--- src/rtl/scdc_pkg.sv ---
// Purpose: constants and types for the sample clock divider control block
// Assumes: 8-bit register port with 12-bit index, clock 50 MHz
// Notes: field encodings that are not fixed are module parameters
package scdc_pkg;
  localparam logic [11:0] SCDC_OFF_SOFT_RESET = 12'h001;
  localparam logic [11:0] SCDC_OFF_REF_SEL = 12'h024;
  localparam logic [11:0] SCDC_OFF_FS_RANGE = 12'h025;
  localparam logic [11:0] SCDC_OFF_DIV_RATIO = 12'h10b;
  localparam logic [11:0] SCDC_OFF_HALF_PHASE = 12'h10c;
  localparam logic [11:0] SCDC_OFF_SYNC_CTRL = 12'h10d;
  localparam logic [11:0] SCDC_OFF_FD_ENABLE = 12'h117;
  localparam logic [11:0] SCDC_OFF_FD_VALUE = 12'h118;
  localparam logic [7:0] SCDC_SOFT_RESET_CODE = 8'h02;
  localparam int SCDC_SYNC_EN_BIT = 7;
  localparam int SCDC_FD_EN_BIT = 0;
  localparam logic [7:0] SCDC_FS_WIDE = 8'h0c;
  localparam logic [7:0] SCDC_FS_NARROW = 8'h08;
  localparam logic [7:0] SCDC_RST_DIV_RATIO = 8'h00;
  localparam logic [7:0] SCDC_RST_HALF_PHASE = 8'h00;
  localparam logic [7:0] SCDC_RST_SYNC_CTRL = 8'h00;
  localparam logic [7:0] SCDC_RST_FD_ENABLE = 8'h00;
  localparam logic [7:0] SCDC_RST_FD_VALUE = 8'h00;
  localparam logic [7:0] SCDC_RST_REF_SEL = 8'h00;
  localparam logic [7:0] SCDC_RST_FS_RANGE = 8'h0c;
  localparam logic [7:0] SCDC_RST_SOFT_RESET = 8'h00;
  localparam int SCDC_CLK_MHZ = 50;
  localparam int SCDC_RECOVER_MS = 5;
  localparam int SCDC_RECOVER_CYC = SCDC_RECOVER_MS * 1000 * SCDC_CLK_MHZ;

  typedef enum logic [2:0] {
    SCDC_RUN = 3'b001,
    SCDC_RESET = 3'b010,
    SCDC_RECOVER = 3'b100
  } scdc_state_t;

  typedef struct packed {
    logic [7:0] soft_reset;
    logic [7:0] ref_sel;
    logic [7:0] fs_range;
    logic [7:0] div_ratio;
    logic [7:0] half_phase;
    logic [7:0] sync_ctrl;
    logic [7:0] fd_enable;
    logic [7:0] fd_value;
  } scdc_regs_t;

  typedef struct packed {
    logic [7:0] fd_value;
    logic fd_enable;
    logic half_phase;
  } scdc_chan_t;
endpackage

--- src/rtl/scdc_top.sv ---
// Purpose: divider, sync realignment, fine delay and soft reset control
// Assumes: register port writes and reads one byte per cycle, sync is a
//   synchronous pulse, channel select picks which channel a write hits
// Notes: analog effects appear only as control codes on outputs
`timescale 1ns/10ps

//////////////////////////////////////////////////////////////////////////////
// Summary of operation
// - divide sample clock by 1, 2, 4 or 8 from ratio register
// - valid sync input reloads divider with programmable state
// - sync honoured only when sync enable bit 7 is set
// - soft reset restarts datapath and clock generation logic
// - reset happens next cycle after write, then recovery interval
// - soft reset leaves all configuration registers unchanged
// - half-period phase offset enabled per channel by its register
// - fine delay enabled by low bit, eight-bit value per channel
// - delay code spans negative to positive limit in uniform steps
// - new fine delay applies at once, no commit step
// - setting fine delay enable triggers datapath reset
// - reference select chooses internal or external reference
// - range code selects 2.06 or 1.46 V full-scale span
// - full-scale code writable whichever reference is selected
// - sampling strobe on rising edge of divided clock
module scdc_top
  import scdc_pkg::*;
#(
  parameter int RECOVER_CYC = SCDC_RECOVER_CYC,
  parameter int NUM_CHAN = 2,
  // divider ratio field codes
  parameter logic [1:0] DIV_CODE_1 = 2'h0,
  parameter logic [1:0] DIV_CODE_2 = 2'h1,
  parameter logic [1:0] DIV_CODE_4 = 2'h2,
  parameter logic [1:0] DIV_CODE_8 = 2'h3,
  // sync reload value of the divider phase counter
  parameter logic [2:0] SYNC_LOAD = 3'h0,
  // bit of the phase register for channel 0; channel n uses this plus n
  parameter int HALF_PHASE_BIT0 = 0
) (
  input wire logic ref_clk,
  input wire logic rst,
  input wire logic clk_en,
  input wire logic reg_wr,
  input wire logic reg_rd,
  input wire logic [11:0] reg_addr,
  input wire logic [7:0] reg_wdata,
  input wire logic [NUM_CHAN-1:0] chan_sel,
  output logic [7:0] reg_rdata,
  input wire logic sync_in,
  output logic sample_strobe,
  output logic div_clk,
  output logic datapath_rst,
  output logic recovering,
  output logic ext_ref_sel,
  output logic [7:0] fs_range_code,
  output logic fs_wide,
  output scdc_chan_t [NUM_CHAN-1:0] chan_cfg
);

  typedef struct packed {
    scdc_regs_t regs;
    logic [NUM_CHAN-1:0][7:0] fd_val;
    logic [NUM_CHAN-1:0] fd_en;
    logic [NUM_CHAN-1:0] hp_en;
    scdc_state_t state;
    logic [31:0] rcv_cnt;
    logic [2:0] div_cnt;
    logic div_q;
    logic strobe;
    logic [7:0] rdata;
  } scdc_st_t;

  scdc_st_t st;
  scdc_st_t next_st;
  logic [2:0] div_mask;
  logic wr_reset;
  logic wr_fd_rise;
  logic sync_ok;

  //////////////////////////////////////////////////////////////////////////
  // rule 19 encodings: decode ratio to a counter wrap mask
  // parameterised encodings
  always_comb begin
    unique case (st.regs.div_ratio[1:0])
      DIV_CODE_1: div_mask = 3'h0;
      DIV_CODE_2: div_mask = 3'h1;
      DIV_CODE_4: div_mask = 3'h3;
      DIV_CODE_8: div_mask = 3'h7;
      default: div_mask = 3'h0;
    endcase
  end

  assign wr_reset = reg_wr && reg_addr == SCDC_OFF_SOFT_RESET &&
                    reg_wdata == SCDC_SOFT_RESET_CODE;
  assign wr_fd_rise = reg_wr && reg_addr == SCDC_OFF_FD_ENABLE &&
                      reg_wdata[SCDC_FD_EN_BIT] && !st.regs.fd_enable[SCDC_FD_EN_BIT];
  assign sync_ok = sync_in && st.regs.sync_ctrl[SCDC_SYNC_EN_BIT];

  //////////////////////////////////////////////////////////////////////////
  always_comb begin
    next_st = st;
    next_st.strobe = 1'b0;
    if (reg_wr) begin
      unique case (reg_addr)
        SCDC_OFF_SOFT_RESET: next_st.regs.soft_reset = reg_wdata;
        SCDC_OFF_REF_SEL: next_st.regs.ref_sel = reg_wdata;
        SCDC_OFF_FS_RANGE: next_st.regs.fs_range = reg_wdata;
        SCDC_OFF_DIV_RATIO: next_st.regs.div_ratio = reg_wdata;
        SCDC_OFF_HALF_PHASE: next_st.regs.half_phase = reg_wdata;
        SCDC_OFF_SYNC_CTRL: next_st.regs.sync_ctrl = reg_wdata;
        SCDC_OFF_FD_ENABLE: next_st.regs.fd_enable = reg_wdata;
        SCDC_OFF_FD_VALUE: next_st.regs.fd_value = reg_wdata;
        default: ;
      endcase
    end
    for (int i = 0; i < NUM_CHAN; i++) begin
      if (reg_wr && chan_sel[i]) begin
        if (reg_addr == SCDC_OFF_FD_VALUE) begin
          next_st.fd_val[i] = reg_wdata;
        end
        if (reg_addr == SCDC_OFF_FD_ENABLE) begin
          next_st.fd_en[i] = reg_wdata[SCDC_FD_EN_BIT];
        end
        if (reg_addr == SCDC_OFF_HALF_PHASE) begin
          next_st.hp_en[i] = reg_wdata[HALF_PHASE_BIT0 + i];
        end
      end
    end
    if (reg_rd) begin
      unique case (reg_addr)
        SCDC_OFF_SOFT_RESET: next_st.rdata = st.regs.soft_reset;
        SCDC_OFF_REF_SEL: next_st.rdata = st.regs.ref_sel;
        SCDC_OFF_FS_RANGE: next_st.rdata = st.regs.fs_range;
        SCDC_OFF_DIV_RATIO: next_st.rdata = st.regs.div_ratio;
        SCDC_OFF_HALF_PHASE: next_st.rdata = st.regs.half_phase;
        SCDC_OFF_SYNC_CTRL: next_st.rdata = st.regs.sync_ctrl;
        SCDC_OFF_FD_ENABLE: next_st.rdata = st.regs.fd_enable;
        SCDC_OFF_FD_VALUE: next_st.rdata = st.regs.fd_value;
        default: next_st.rdata = 8'h00;
      endcase
    end
    // divider counter; strobe at wrap = rising edge
    if (st.div_cnt >= div_mask) begin
      next_st.div_cnt = 3'h0;
      next_st.strobe = st.state == SCDC_RUN;
    end else begin
      next_st.div_cnt = st.div_cnt + 3'h1;
    end
    next_st.div_q = next_st.div_cnt <= (div_mask >> 1);
    if (sync_ok) begin
      next_st.div_cnt = SYNC_LOAD & div_mask;
      next_st.strobe = 1'b0;
    end
    unique case (st.state)
      SCDC_RUN: begin
        // reset next cycle after the write
        if (wr_reset || wr_fd_rise) begin
          next_st.state = SCDC_RESET;
        end
      end
      SCDC_RESET: begin
        next_st.div_cnt = 3'h0;
        next_st.strobe = 1'b0;
        next_st.rcv_cnt = 32'h0;
        next_st.state = SCDC_RECOVER;
      end
      SCDC_RECOVER: begin
        // recovery interval; a new reset request restarts it
        if (wr_reset || wr_fd_rise) begin
          next_st.state = SCDC_RESET;
        end else if (st.rcv_cnt >= 32'(RECOVER_CYC - 1)) begin
          next_st.state = SCDC_RUN;
        end else begin
          next_st.rcv_cnt = st.rcv_cnt + 32'h1;
        end
      end
      default: next_st.state = SCDC_RUN;
    endcase
  end

  //////////////////////////////////////////////////////////////////////////
  always_ff @(posedge ref_clk) begin
    if (rst) begin
      st.regs <= '{soft_reset: SCDC_RST_SOFT_RESET, ref_sel: SCDC_RST_REF_SEL,
                   fs_range: SCDC_RST_FS_RANGE, div_ratio: SCDC_RST_DIV_RATIO,
                   half_phase: SCDC_RST_HALF_PHASE, sync_ctrl: SCDC_RST_SYNC_CTRL,
                   fd_enable: SCDC_RST_FD_ENABLE, fd_value: SCDC_RST_FD_VALUE};
      st.fd_val <= '0;
      st.fd_en <= '0;
      st.hp_en <= '0;
      st.state <= SCDC_RUN;
      st.rcv_cnt <= 32'h0;
      st.div_cnt <= 3'h0;
      st.div_q <= 1'b0;
      st.strobe <= 1'b0;
      st.rdata <= 8'h00;
    end else if (clk_en) begin
      st <= next_st;
    end
  end

  //////////////////////////////////////////////////////////////////////////
  assign reg_rdata = st.rdata;
  assign sample_strobe = st.strobe;
  assign div_clk = st.div_q;
  assign datapath_rst = st.state == SCDC_RESET;
  assign recovering = st.state != SCDC_RUN;
  assign ext_ref_sel = st.regs.ref_sel[0];
  assign fs_range_code = st.regs.fs_range;
  assign fs_wide = st.regs.fs_range == SCDC_FS_WIDE;

  // raw code drives the delay line; 0 is the negative limit
  always_comb begin
    for (int i = 0; i < NUM_CHAN; i++) begin
      chan_cfg[i].fd_value = st.fd_val[i];
      chan_cfg[i].fd_enable = st.fd_en[i];
      chan_cfg[i].half_phase = st.hp_en[i];
    end
  end

endmodule

--- config.mk ---
export PLATFORM = sky130hd
export DESIGN_NAME = scdc_top
export DESIGN_NICKNAME = d
export VERILOG_FILES = /design/src/rtl/scdc_pkg.sv /design/src/rtl/scdc_top.sv
export SDC_FILE = /design/constraint.sdc
export NUM_CORES = 1
export LEC_CHECK = 0
export BUFFER_PORTS_ARGS = -buffer_cell sky130_fd_sc_hd__buf_2
export CAP_MARGIN = 40
export CELL_PAD_IN_SITES_DETAIL_PLACEMENT = 1
export CELL_PAD_IN_SITES_GLOBAL_PLACEMENT = 2
export CORE_MARGIN = 2
export CORE_UTILIZATION = 35
export CTS_CLUSTER_DIAMETER = 50
export CTS_CLUSTER_SIZE = 10
export DETAILED_ROUTE_END_ITERATION = 7
export PLACE_DENSITY_LB_ADDON = 0.1
export SYNTH_ARGS = -nofsm -noshare
export SYNTH_HDL_FRONTEND = slang
export SYNTH_SLANG_ARGS = --single-unit
--- constraint.sdc ---
create_clock -name ref_clk -period 2.6 [get_ports ref_clk]
set_clock_uncertainty 0.05 [all_clocks]
set_input_delay 0.13 -clock ref_clk [delete_from_list [all_inputs] [get_ports ref_clk]]
set_output_delay 0.13 -clock ref_clk [all_outputs]
set_load 0.02 [all_outputs]
==> results.tsv <==
metric	value	unit
async set-or-reset flop fraction in the synthesized netlist	0	
Ports	70	
Hold Path Sink	st[10]	
critical path type	register to register	
Mapped Area	0.006187	mm^2
Post-DP Area	0.006729	mm^2
Worst Path Max Fanout	3	
Worst-Margin Slew	675.8	ps
GRT overflow	0	
final period utilization	0.9602	
most common cell after layout, fill and taps aside	nand2_1	
CTS Sinks	132	
area leader, netlist	dfxtp_1	
FP Rows	48	
initial antenna violation count	0	
Area growth syn-to-layout	18.99	%
Core ar.	0.01730	mm^2
hold path cells	4	
WL/cell	19.31	um
CTS clock-pin slew for the worst setup and hold paths	60	ps
Critical Path RT	2900	ps
footprint of the multi-input gates	0.003062	mm^2
sequential cell area fraction in the yosys report	0.4271	
HPWL Detailed	14.26	mm
Fill cells	2086	
final max-slew violation count	0	
CP Cell Sequence	or2_2 > ha_1 > nand2b_1 > a21oi_2 > o21ba_2 > and2_1 > ha_1 > a21oi_2 > a21oi_1 > or3_1 > a21oi_1	
die height	137.0	um
Die Area	0.01876	mm^2
Worst Reg-to-Reg Cells	11	
hold crit path type	input port to register	
arrival time of the worst setup path	2790	ps
final hold vios	0	
cells after synthesis	746	
layout cells sized above 1	0.2128	
Root Buffer	clkbuf_16	
Synth area leaders	dfxtp_1 43%, nand2_1 9.0%, a21oi_1 6.9%	
Routed WL	20.05	mm
Synth Warn #	0	
min-delay src	sync_in	
slowest stage delay, CP	300	ps
CTS tree	built	
Final ANT Viol Nets	0	
Period minus WS final	2496	ps
worst-case clock buffer depth	2	
fmax	400.6	MHz
Max transition margin	0.5495	
Buffers on Ports	69	
startpoint types	register	
Starting Density	0.3577	
Post-synth EDFFs	0	
Clk Latency, worst-skew pair	420	ps
Storage cell area	0.002643	mm^2
max-cap violations	0	
initial DRC count	331	
CP bufs+invs	0	
Total Routing Usage GR	0.2213	
Mapped Nets	781	
Crit-path slowest cell	dfxtp_1	
Vias	5655	
Setup-failing EPs final	0	
outcome	complete, no violations	
Pwr Density	634.0	mW/mm^2
Primary FF master, synth	dfxtp_1	
most frequent cells in the layout	149 x nand2_1, 132 x dfxtp_1, 83 x a21oi_1	
cts bufs inserted	17	
Synth top area share	0.4271	
FF-to-FF End	div_clk	
library cells used by synthesis	57	
number of detailed-route iterations in the first pass	5	
vias in the first global route	5793	
FF+latch count, synth	132	
Hold WS	102.8	ps
Setup crit end kind	register	
Synth Area per Inst	8.294	um^2
Pleak	0.002730	uW
worst vdd ir	0.4613	mV
largest net degree at the start of global routing	62	
final core occ	0.4256	
Design Area, Final	0.007362	mm^2
reg2reg setup slack	100	ps
# DRC	0	
Via density	5.448	
reg2reg start	st[100]	
Inserted Diodes	0	
first-pass GRT wire length	31.64	mm
RSZ-0062 raised after global routing	yes	
gpl congestion	0.8072	
htree depth	4	
die width	137.0	um
Top delay family on crit path	simple AND/OR/NAND/NOR gates	
final net count	835	
==> final cells by class <==
type	instances	area share
sequential	132	0.3589
clock inverter	13	0.02141
clock buffer	19	0.05880
tap	225	0.03824
multi-input combinational	520	0.4159
inverter	12	0.006118
timing repair buffer	117	0.1006
==> worst min-delay path, stage by stage <==
cell	delay [ps]
buf_2	90
a21oi_1	140
nand3_1	100
a21oi_1	60
==> power by group <==
part           leakage, uW  switching [uW]  internal, uW
clock             0.000291             940          1510
combinational      0.00138             132          56.4
sequential         0.00106            4.73          2030
==> per-stage QoR <==
stage | instances | worst slack [ps] | power (uW) | TNS [ps]
2_1_floorplan | 746 | 241.4 | 2165 | 0
3_3_place_gp | 1002 | 150.4 | 2256 | 0
3_5_place_dp | 1003 | 32.18 | 2262 | 0
4_1_cts | 1038 | 14.61 | 4722 | 0
5_1_grt | 1038 | -47.96 | 4848 | -47.96
6_report | 1038 | 103.5 | 4668 | 0
==> cells by family after synthesis <==
| family | Yosys count | synth area share |
|---|---|---|
| XOR/XNOR | 2 | 0.002832 |
| flip-flops | 132 | 0.4271 |
| buffers and inverters | 94 | 0.08109 |
| AND/OR/NAND/NOR | 311 | 0.2443 |
| multiplexers | 36 | 0.05986 |
| adder cells (fa/ha/maj) | 7 | 0.01416 |
| AO/OA/AOI/OAI | 164 | 0.1707 |
==> sequential cells by signal, summed over array words and instances (netlist names) <==
signal,flops
st,93
div_clk,1
sample_strobe,1
ext_ref_sel,1
reg_rdata,8
chan_cfg,20
fs_range_code,8
==> cells in the mapped netlist, drive strengths merged (9+ instances only) <==
library cell,count
nand2,149
dfxtp,132
a21oi,85
buf,47
nor2,43
clkbuf,35
mux2i,28
and2,19
o21ai,15
nor3,14
a222oi,13
nor4,13
nand3,12
a221oi,11
inv,11
nand4,10
o31ai,10
and3,9
==> worst max-delay path by stage <==
stage                    to    start  slack [ps]  cells after the start
finish              div_clk  st[100]         100                     11
global route        div_clk  st[100]         -50                     11
global placement    div_clk  st[100]         150                     11
detailed placement  div_clk  st[100]          30                     11
floorplan           div_clk  st[101]         240                     11
CTS                 div_clk  st[100]          10                     11
==> per-layer routing <==
| layer | global-route usage | wire [um] | vias to the layer above |
|---|---|---|---|
| li1 | - | - | 2718 |
| met3 | 0.04815 | 700 | 23 |
| met1 | 0.2827 | 9075 | 2822 |
| met4 | 0.06014 | 293 | 0 |
| met5 | 0 | 0 | - |
| met2 | 0.3759 | 9978 | 92 |
==> what timing repair did <==
item | CTS | global route
endpoints found under the hold margin | 5 | 0
endpoints found under the setup margin | 0 | 8
hold buffers | 3 | 0
gates resized for setup | 0 | 3
setup buffers | 0 | 0
No activity file was read; power rests on OpenSTA's default activity.
